<file path="config.mk">
export PLATFORM = sky130hd
export DESIGN_NAME = hot_plug_slot_controller
export DESIGN_NICKNAME = d
export VERILOG_FILES = /design/src/hot_plug_pkg.sv /design/src/hot_plug_slot_controller.sv
export SDC_FILE = /design/constraint.sdc
export NUM_CORES = 1
export LEC_CHECK = 0
export BUFFER_PORTS_ARGS = -buffer_cell sky130_fd_sc_hd__buf_4
export CORE_UTILIZATION = 35
export DETAILED_ROUTE_END_ITERATION = 12
export SYNTH_ARGS = -nofsm -noshare
export SYNTH_HDL_FRONTEND = slang
export SYNTH_SLANG_ARGS = --single-unit
</file>
<file path="constraint.sdc">
create_clock -name i_core_clk -period 4.1 [get_ports i_core_clk]
set_input_delay 1.23 -clock i_core_clk [delete_from_list [all_inputs] [get_ports i_core_clk]]
set_output_delay 1.23 -clock i_core_clk [all_outputs]
set_load 0.05 [all_outputs]
</file>
<file path="src/hot_plug_pkg.sv">
`default_nettype none
package hot_plug_pkg;
  // Register byte offsets (AXI4-Lite, one aligned word each)
  localparam logic [11:0] SLOT_STATUS_CTRL_ADDR = 12'h080;
  localparam logic [11:0] HP_USER_CFG_ADDR = 12'hf70;
  localparam logic [11:0] SLOT_CTRL_EXT_ADDR = 12'hf74;
  localparam logic [11:0] SLOT_SENSE_ADDR = 12'hf78;
  // Slot status event field 80h[24:16]
  localparam int EVT_LSB = 16;
  localparam int EVT_W = 9;
  // Slot control fields in 80h
  localparam int ATTN_CTRL_LSB = 6;
  localparam int PWR_IND_LSB = 8;
  localparam int PWR_CTRL_BIT = 10;
  // User configuration bits in F70h
  localparam int SW_HP_EN_BIT = 12;
  localparam int SER_OVR_DIS_BIT = 19;
  localparam logic [31:0] HP_USER_CFG_MASK = 32'h0008_1000;
  // Own control register F74h
  localparam int SLOT_EN_BIT = 0;
  localparam int PRES_SRC_BIT = 1;
  localparam int IRQ_PIN_BIT = 2;
  localparam int D3HOT_BIT = 3;
  localparam int UPSTREAM_BIT = 4;
  localparam int PAR_CAP_BIT = 5;
  localparam int SER_CAP_BIT = 6;
  localparam logic [31:0] SLOT_CTRL_EXT_MASK = 32'h0000_007f;
  // Indicator encodings (2-bit control fields)
  localparam logic [1:0] IND_ON = 2'h1;
  localparam logic [1:0] IND_BLINK = 2'h2;
  localparam logic [1:0] IND_OFF = 2'h3;
  // Blink timing
  localparam int CLK_HZ = 125_000_000;
  localparam int ATTN_BLINK_HZ = 1;
  localparam int PWR_BLINK_HZ = 2;
  localparam int ATTN_HALF_CYCLES = CLK_HZ / (2 * ATTN_BLINK_HZ);
  localparam int PWR_HALF_CYCLES = CLK_HZ / (2 * PWR_BLINK_HZ);
  // AXI responses
  localparam logic [1:0] RESP_OKAY = 2'h0;
  localparam logic [1:0] RESP_SLVERR = 2'h2;
  // Lamp and slot pin bundle
  typedef struct packed {
    logic attention_lamp_n;
    logic power_lamp_n;
    logic slot_refclk_enable_n;
    logic slot_reset_n;
    logic slot_power_enable;
  } slot_pins_t;
  typedef enum logic [1:0] {
    AXI_IDLE = 2'b00,
    AXI_RESP = 2'b01
  } axi_state_t;
endpackage
`default_nettype wire

</file>
<file path="src/hot_plug_slot_controller.sv">
// Our own choices: the register offsets and the AXI4-Lite slave port.
`default_nettype none
// Summary of operation
// Attention lamp blinks at 1 Hz, equal on and off halves.
// Power lamp blinks at 2 Hz, equal on and off halves.
// Power lamp: off unpowered, on when locked, blink during power change.
// Attention lamp: off normally, on for problem, blink to identify slot.
// Latch sense low means latch closed, high means open.
// Disabled slot: refclk enable high, slot reset low.
// Disabled slot: power enable low, both lamp outputs high.
// Status events read-only; clear bits writable while software hot plug enable set.
// Software setting a clear status bit raises a hot plug interrupt.
// Writing one to a set status bit clears it.
// Injection also works on upstream ports.
// Expander alert prompts expander service over the I2C master port; code raises o_expander_request only in serial mode.
// Presence from receiver detect or from active-low presence input.
// Interrupts delivered in-band or on active-low pins.
// Hot plug event in D3hot issues power management event message.
// Same register set regardless of parallel or serial signalling.
// Parallel or serial signal set chosen per port.
// Serial port slot reset comes from general-purpose pin.
// Device-specific hot plug configuration held at F70h.
// Serial used when both capable unless override-disable bit set.
// Blink rates from free-running divider of core clock.
module hot_plug_slot_controller #(
  parameter int ATTN_HALF = hot_plug_pkg::ATTN_HALF_CYCLES,
  parameter int PWR_HALF = hot_plug_pkg::PWR_HALF_CYCLES
) (
  // Clock and reset
  input wire logic i_core_clk,
  input wire logic i_reset_n,
  // AXI4-Lite slave
  input wire logic [11:0] i_awaddr,
  input wire logic i_awvalid,
  output logic o_awready,
  input wire logic [31:0] i_wdata,
  input wire logic [3:0] i_wstrb,
  input wire logic i_wvalid,
  output logic o_wready,
  output logic [1:0] o_bresp,
  output logic o_bvalid,
  input wire logic i_bready,
  input wire logic [11:0] i_araddr,
  input wire logic i_arvalid,
  output logic o_arready,
  output logic [31:0] o_rdata,
  output logic [1:0] o_rresp,
  output logic o_rvalid,
  input wire logic i_rready,
  // Slot sense inputs
  input wire logic i_latch_sense_n,
  input wire logic i_card_present_n,
  input wire logic i_rx_detect,
  input wire logic i_power_fault,
  input wire logic i_attention_button,
  input wire logic i_power_good,
  input wire logic i_gpio_reset_n,
  // Expander side
  input wire logic i_expander_alert_n,
  input wire logic i_expander_done,
  output logic o_expander_request,
  // Slot outputs
  output var hot_plug_pkg::slot_pins_t o_slot,
  output logic o_serial_mode,
  // Interrupt and power management
  output logic o_switch_irq_n,
  output logic o_partition_irq_n,
  output logic o_inband_irq,
  output logic o_pme_request
);

  // ------------------------------------------------------------
  // Registers
  // ------------------------------------------------------------
  logic [31:0] user_cfg;
  logic [31:0] ctrl_ext;
  logic [1:0] attn_ctrl;
  logic [1:0] pwr_ind;
  logic pwr_ctrl;
  logic [hot_plug_pkg::EVT_W-1:0] evt;
  logic [31:0] sense_word;
  logic slot_en;
  logic card_present;
  logic latch_closed;
  logic present_q;
  logic latch_q;
  logic fault_q;
  logic button_q;
  logic pgood_q;
  logic alert_q;
  logic [hot_plug_pkg::EVT_W-1:0] hw_evt;
  logic [hot_plug_pkg::EVT_W-1:0] sw_set;
  logic [hot_plug_pkg::EVT_W-1:0] sw_clr;
  logic [hot_plug_pkg::EVT_W-1:0] next_evt;
  logic evt_rise;
  logic wr_fire;
  logic [11:0] wr_addr;
  logic [31:0] wr_data;
  logic aw_held;
  logic w_held;
  logic [11:0] aw_q;
  logic [31:0] w_q;
  // ------------------------------------------------------------
  // AXI4-Lite write path
  // ------------------------------------------------------------
  // Address and data may arrive in either order; latch each until both held
  assign wr_addr = aw_held ? aw_q : i_awaddr;
  assign wr_data = w_held ? w_q : i_wdata;
  assign wr_fire = !o_bvalid && (aw_held || i_awvalid) && (w_held || i_wvalid);
  always_ff @(posedge i_core_clk)
  begin
    if (!i_reset_n)
    begin
      aw_held <= 1'b0;
      w_held <= 1'b0;
      aw_q <= 12'h000;
      w_q <= 32'h0000_0000;
      o_bvalid <= 1'b0;
      o_bresp <= hot_plug_pkg::RESP_OKAY;
    end
    else
    begin
      if (wr_fire)
      begin
        aw_held <= 1'b0;
        w_held <= 1'b0;
        o_bvalid <= 1'b1;
        o_bresp <= (wr_addr == hot_plug_pkg::SLOT_STATUS_CTRL_ADDR ||
                    wr_addr == hot_plug_pkg::HP_USER_CFG_ADDR ||
                    wr_addr == hot_plug_pkg::SLOT_CTRL_EXT_ADDR ||
                    wr_addr == hot_plug_pkg::SLOT_SENSE_ADDR) ?
                   hot_plug_pkg::RESP_OKAY : hot_plug_pkg::RESP_SLVERR;
      end
      else
      begin
        if (i_awvalid && o_awready)
        begin
          aw_held <= 1'b1;
          aw_q <= i_awaddr;
        end
        if (i_wvalid && o_wready)
        begin
          w_held <= 1'b1;
          w_q <= i_wdata;
        end
        if (o_bvalid && i_bready)
          o_bvalid <= 1'b0;
      end
    end
  end
  // Ready only while nothing is pending on that channel
  assign o_awready = !aw_held && !o_bvalid;
  assign o_wready = !w_held && !o_bvalid;
  // ------------------------------------------------------------
  // Register writes
  // ------------------------------------------------------------
  // Byte lanes 0..2 honoured only at 80h; F70h and F74h ignore strobes, bits fixed by mask
  always_ff @(posedge i_core_clk)
  begin
    if (!i_reset_n)
    begin
      user_cfg <= 32'h0000_0000;
      ctrl_ext <= 32'h0000_0060;
      attn_ctrl <= hot_plug_pkg::IND_OFF;
      pwr_ind <= hot_plug_pkg::IND_OFF;
      pwr_ctrl <= 1'b1;
    end
    else if (wr_fire)
    begin
      if (wr_addr == hot_plug_pkg::HP_USER_CFG_ADDR)
        user_cfg <= wr_data & hot_plug_pkg::HP_USER_CFG_MASK;
      if (wr_addr == hot_plug_pkg::SLOT_CTRL_EXT_ADDR)
        ctrl_ext <= wr_data & hot_plug_pkg::SLOT_CTRL_EXT_MASK;
      if (wr_addr == hot_plug_pkg::SLOT_STATUS_CTRL_ADDR && i_wstrb[0])
        attn_ctrl <= wr_data[hot_plug_pkg::ATTN_CTRL_LSB +: 2];
      if (wr_addr == hot_plug_pkg::SLOT_STATUS_CTRL_ADDR && i_wstrb[1])
      begin
        pwr_ind <= wr_data[hot_plug_pkg::PWR_IND_LSB +: 2];
        pwr_ctrl <= wr_data[hot_plug_pkg::PWR_CTRL_BIT];
      end
    end
  end
  // ------------------------------------------------------------
  // Slot sensing
  // ------------------------------------------------------------
  // Inputs are synchronous; one register stage for edge detection
  assign latch_closed = !i_latch_sense_n;
  assign card_present = ctrl_ext[hot_plug_pkg::PRES_SRC_BIT] ? i_rx_detect :
                        !i_card_present_n;
  assign slot_en = ctrl_ext[hot_plug_pkg::SLOT_EN_BIT];
  always_ff @(posedge i_core_clk)
  begin
    if (!i_reset_n)
    begin
      present_q <= 1'b0;
      latch_q <= 1'b0;
      fault_q <= 1'b0;
      button_q <= 1'b0;
      pgood_q <= 1'b0;
      alert_q <= 1'b0;
    end
    else
    begin
      present_q <= card_present;
      latch_q <= latch_closed;
      fault_q <= i_power_fault;
      button_q <= i_attention_button;
      pgood_q <= i_power_good;
      alert_q <= !i_expander_alert_n;
    end
  end
  // Slot status layout: 16 button, 17 fault, 18 latch, 19 presence, 20 power good
  always_comb
  begin
    hw_evt = '0;
    hw_evt[0] = i_attention_button && !button_q;
    hw_evt[1] = i_power_fault && !fault_q;
    hw_evt[2] = latch_closed != latch_q;
    hw_evt[3] = card_present != present_q;
    hw_evt[4] = i_power_good && !pgood_q;
  end
  // ------------------------------------------------------------
  // Slot status events
  // ------------------------------------------------------------
  // Injection works on any port, upstream included; set wins over clear
  always_comb
  begin
    sw_set = '0;
    sw_clr = '0;
    if (wr_fire && wr_addr == hot_plug_pkg::SLOT_STATUS_CTRL_ADDR && i_wstrb[2])
    begin
      sw_clr = wr_data[hot_plug_pkg::EVT_LSB +: hot_plug_pkg::EVT_W] & evt;
      if (user_cfg[hot_plug_pkg::SW_HP_EN_BIT])
        sw_set = wr_data[hot_plug_pkg::EVT_LSB +: hot_plug_pkg::EVT_W] & ~evt;
    end
    next_evt = (evt & ~sw_clr) | sw_set | hw_evt;
  end
  assign evt_rise = |(next_evt & ~evt);
  always_ff @(posedge i_core_clk)
  begin
    if (!i_reset_n)
      evt <= '0;
    else
      evt <= next_evt;
  end
  // ------------------------------------------------------------
  // Interrupt, PME and expander service
  // ------------------------------------------------------------
  // Level interrupt while any event stands; pin or in-band routing
  always_ff @(posedge i_core_clk)
  begin
    if (!i_reset_n)
    begin
      o_switch_irq_n <= 1'b1;
      o_partition_irq_n <= 1'b1;
      o_inband_irq <= 1'b0;
      o_pme_request <= 1'b0;
      o_expander_request <= 1'b0;
    end
    else
    begin
      o_switch_irq_n <= !(|next_evt && ctrl_ext[hot_plug_pkg::IRQ_PIN_BIT]);
      o_partition_irq_n <= !(|next_evt && ctrl_ext[hot_plug_pkg::IRQ_PIN_BIT]);
      o_inband_irq <= |next_evt && !ctrl_ext[hot_plug_pkg::IRQ_PIN_BIT];
      o_pme_request <= evt_rise && ctrl_ext[hot_plug_pkg::D3HOT_BIT];
      if (o_serial_mode && alert_q)
        o_expander_request <= 1'b1;
      else if (i_expander_done)
        o_expander_request <= 1'b0;
    end
  end
  // ------------------------------------------------------------
  // Blink dividers
  // ------------------------------------------------------------
  // Free-running; lamps pick up phase mid-period, acceptable for indicators
  logic [31:0] attn_cnt;
  logic [31:0] pwr_cnt;
  logic attn_phase;
  logic pwr_phase;
  always_ff @(posedge i_core_clk)
  begin
    if (!i_reset_n)
    begin
      attn_cnt <= 32'h0000_0000;
      attn_phase <= 1'b0;
    end
    else if (attn_cnt == 32'(ATTN_HALF - 1))
    begin
      attn_cnt <= 32'h0000_0000;
      attn_phase <= !attn_phase;
    end
    else
      attn_cnt <= attn_cnt + 32'h0000_0001;
  end
  always_ff @(posedge i_core_clk)
  begin
    if (!i_reset_n)
    begin
      pwr_cnt <= 32'h0000_0000;
      pwr_phase <= 1'b0;
    end
    else if (pwr_cnt == 32'(PWR_HALF - 1))
    begin
      pwr_cnt <= 32'h0000_0000;
      pwr_phase <= !pwr_phase;
    end
    else
      pwr_cnt <= pwr_cnt + 32'h0000_0001;
  end
  // ------------------------------------------------------------
  // Slot outputs
  // ------------------------------------------------------------
  // Serial selected when both capable unless override-disable is set
  logic next_serial;
  assign next_serial = ctrl_ext[hot_plug_pkg::SER_CAP_BIT] &&
    !(ctrl_ext[hot_plug_pkg::PAR_CAP_BIT] && user_cfg[hot_plug_pkg::SER_OVR_DIS_BIT]);
  always_ff @(posedge i_core_clk)
  begin
    if (!i_reset_n)
    begin
      o_slot <= '{1'b1, 1'b1, 1'b1, 1'b0, 1'b0};
      o_serial_mode <= 1'b0;
    end
    else
    begin
      o_serial_mode <= next_serial;
      if (!slot_en)
      begin
        o_slot.attention_lamp_n <= 1'b1;
        o_slot.power_lamp_n <= 1'b1;
        o_slot.slot_power_enable <= 1'b0;
        o_slot.slot_refclk_enable_n <= 1'b1;
        o_slot.slot_reset_n <= 1'b0;
      end
      else
      begin
        case (attn_ctrl)
          hot_plug_pkg::IND_ON: o_slot.attention_lamp_n <= 1'b0;
          hot_plug_pkg::IND_BLINK: o_slot.attention_lamp_n <= attn_phase;
          default: o_slot.attention_lamp_n <= 1'b1;
        endcase
        case (pwr_ind)
          hot_plug_pkg::IND_ON: o_slot.power_lamp_n <= 1'b0;
          hot_plug_pkg::IND_BLINK: o_slot.power_lamp_n <= pwr_phase;
          default: o_slot.power_lamp_n <= 1'b1;
        endcase
        o_slot.slot_power_enable <= !pwr_ctrl;
        o_slot.slot_refclk_enable_n <= !(!pwr_ctrl && pgood_q);
        // Expander reset too slow; serial ports use the GPIO reset
        o_slot.slot_reset_n <= next_serial ? i_gpio_reset_n :
                               (!pwr_ctrl && pgood_q);
      end
    end
  end
  // ------------------------------------------------------------
  // Read path
  // ------------------------------------------------------------
  // Same map whatever the signalling mode
  assign sense_word = {26'h0, next_serial, card_present, latch_closed,
                       i_power_fault, i_power_good, alert_q};
  always_ff @(posedge i_core_clk)
  begin
    if (!i_reset_n)
    begin
      o_rvalid <= 1'b0;
      o_rdata <= 32'h0000_0000;
      o_rresp <= hot_plug_pkg::RESP_OKAY;
    end
    else if (i_arvalid && o_arready)
    begin
      o_rvalid <= 1'b1;
      o_rresp <= hot_plug_pkg::RESP_OKAY;
      case (i_araddr)
        hot_plug_pkg::SLOT_STATUS_CTRL_ADDR:
          o_rdata <= {7'h0, evt, 5'h0, pwr_ctrl, pwr_ind, attn_ctrl, 6'h0};
        hot_plug_pkg::HP_USER_CFG_ADDR: o_rdata <= user_cfg;
        hot_plug_pkg::SLOT_CTRL_EXT_ADDR: o_rdata <= ctrl_ext;
        hot_plug_pkg::SLOT_SENSE_ADDR: o_rdata <= sense_word;
        default:
        begin
          o_rdata <= 32'h0000_0000;
          o_rresp <= hot_plug_pkg::RESP_SLVERR;
        end
      endcase
    end
    else if (o_rvalid && i_rready)
      o_rvalid <= 1'b0;
  end
  assign o_arready = !o_rvalid;
endmodule
`default_nettype wire

</file>
==> results_dict.tcl <==
set metrics [dict create \
    power.share.switching_pct 25.0 \
    grt_first_pass_wirelength_um 28400 \
    yosys_warnings 0 \
    slew_headroom_pct 23.4 \
    dieArea_um2 21200 \
    cts_buffer_depth 2 \
    die_w_um 145 \
    pin_count 128 \
    p_per_area_nw_per_um2 408 \
    cts_hold_buf 0 \
    insertion_delay_ps 420 \
    p_clk_share_pct 42.7 \
    grt_max_degree 64 \
    drt_pre_antenna_iters 4 \
    p_leak_uw 0.00339 \
    antenna_found_initial 0 \
    setup_viol 0 \
    rsz0062_at_grt "no" \
    wl_per_cell_um 14.0 \
    syn_inst 851 \
    ant_nets 0 \
    clk_pin_slew_ps 60 \
    drive_above_1_share_pct 16.2 \
    path_cells "buf_4 > or4b_1 > o22a_1 > or4b_1 > o21ai_0 > o211ai_1 > nor4_2 > a311oi_1" \
    layout_common_cells "dfxtp_1 (165), nor2_1 (143), buf_4 (109), nand2_1 (99), a21oi_1 (52)" \
    synth_flop_cell "dfxtp_1" \
    nets 1016 \
    root_buffer "clkbuf_16" \
    ctsResizeCount 0 \
    grt_overflow_total 0 \
    status "finished, final reports clean" \
    viasPerCell 4.89 \
    final_max_slew_viol_count 0 \
    p_int_uw 2670 \
    final_common_cell "dfxtp_1" \
    cp-end-kind "register" \
    clock-sinks 165 \
    diodes 0 \
    max_cap_viol_count 0 \
    cp_max_fo 10 \
    r2r_slack_ps 1100 \
    hold_viol_final 0 \
    track_usage_pct 16.8 \
    fp.dieH_um 145 \
    cts_buffers 17 \
    timing.final.crit_share_pct 84.4 \
    period_needed_ps 3460 \
    seq_area_frac_synth_pct 45.8 \
    fill_cells 2057 \
    worst_pin_slew_ps 1150 \
    drt-initial-drc-count 284 \
    async_reset_ff_share_pct 0 \
    fin_area_um2 8710 \
    synth_seq_cells 165 \
    syn_area_um2 7210 \
    crit_buf_inv 1 \
    power_frac_comb_pct 10.3 \
    postCtsSetupBuffers 0 \
    cpMostUsedCell "or4b_1" \
    holdCritPathClass "register to register" \
    multi_input_area_um2 3630 \
    drc 0 \
    avgSynthCellArea_um2 8.47 \
    start_util_pct 35.6 \
    yosys.cell_types.count 57 \
    critical_path_class "input port to register" \
    routed_wl_um 17200 \
    cts_tree "yes" \
    gp_congestion 0.819 \
    htreeDepth 4 \
    seq_power_share_pct 47.1 \
    path_delay_family "simple AND/OR/NAND/NOR gates" \
    grt_pass1_vias 5617 \
    fin_tns_setup_ps 0 \
    core_area_um2 20200 \
    slowest_delay_ps 750 \
    vias 5965 \
    fmax_mhz 289 \
    finClkSkew_ps 7.83 \
    crit_required_ps 4350 \
    cpMaxStageDelayCell "or4b_1" \
    syn2layout_area_growth_pct 20.9 \
    critical_path_arrival_ps 3710 \
    portBuffers 102 \
    peakVddDrop_uv 248 \
    dp.final_hpwl_um 12100 \
    rows 52 \
    switching_power_uw 888 \
    regArea_um2 3300 \
    post_dp_cell_area_um2 8140 \
    cp-start-kind "input port" \
    synth_edf_count 0 \
]
synthesized netlist by cell type, types with 3 or more instances:
cell	instances	area share, %
nor4b_1	3	0.36
or4b_1	3	0.42
nand3_1	45	3.1
inv_1	15	0.78
o211ai_1	4	0.42
clkbuf_1	31	1.6
buf_1	6	0.31
and2_1	14	1.2
nand2b_1	12	1.0
mux2_2	7	1.1
mux2i_1	37	5.1
nor3b_1	5	0.52
buf_4	14	1.5
nand3b_1	4	0.42
o31ai_1	4	0.42
and4_1	5	0.61
and3_1	7	0.61
nor4_1	10	0.87
nand4_1	19	1.6
nand2_1	99	5.2
a221oi_1	7	0.85
xor2_1	36	4.4
xnor2_1	28	3.4
o22ai_1	6	0.52
or3_1	3	0.26
nor3_1	23	1.6
nor2_1	143	7.4
dfxtp_1	165	46
a21oi_1	52	3.6
o21ai_0	8	0.56
worst paths after layout:
kind	start	endpoint	cells after the start
worst max-delay path	i_awaddr[5]	o_inband_irq	8
worst min-delay path	pgood_q	o_slot[2]	1
worst max register to register	aw_held	o_inband_irq	8
worst min register to register	pgood_q	o_slot[2]	1
power by group through the flow:
stage | combinational, uW | sequential [uW] | clock, uW
final | 365 | 1670 | 1520
after global routing | 398 | 1680 | 1640
after CTS | 368 | 1670 | 1560
after detailed placement | 367 | 1710 | 0
after global placement | 366 | 1710 | 0
after floorplan | 222 | 1730 | 0
state kept, by name, indices dropped and copies added (netlist names), 5 cells and up:
register  cells
attn_cnt     32
pwr_cnt      32
o_slot        5
aw_q         12
ctrl_ext      7
evt           9
o_rdata      21
w_q          21
routing by layer:
metal	vias up	share of wire (%)	track usage, %
met2	110	48	28.0
met5	-	0	0
li1	3054	-	-
met3	13	3.8	3.64
met4	0	0.90	5.47
met1	2788	47	21.6
stage by stage:
step | util (%) | std cells | hold slack, ps | total power [uW] | setup slack [ps]
final | 43.1 | 1221 | 408 | 3550 | 641
after global routing | 43.1 | 1221 | 437 | 3710 | 520
after CTS | 43.1 | 1221 | 413 | 3600 | 692
after detailed placement | 40.2 | 1189 | 398 | 2080 | 241
after global placement | 40.2 | 1189 | 398 | 2070 | 271
after floorplan | - | 863 | 367 | 1960 | 695
cell families after synthesis:
| group | share of synthesized area (%) |
|---|---|
| AND/OR/NAND/NOR | 27.2 |
| flip-flops | 45.8 |
| AO/OA/AOI/OAI | 8.07 |
| buffers and inverters | 4.48 |
| XOR/XNOR | 7.78 |
| multiplexers | 6.23 |
| adder cells (fa/ha/maj) | 0.347 |
| other | 0.0520 |
area by class of cell:
type,count,area share (%)
Clock buffer,26,6.07
Clock inverter,6,0.474
Inverter,15,0.646
Multi-Input combinational cell,630,41.6
Sequential cell,165,37.9
Tap cell,270,3.88
Timing Repair Buffer,109,9.39
No activity file was read; power rests on OpenSTA's default activity.
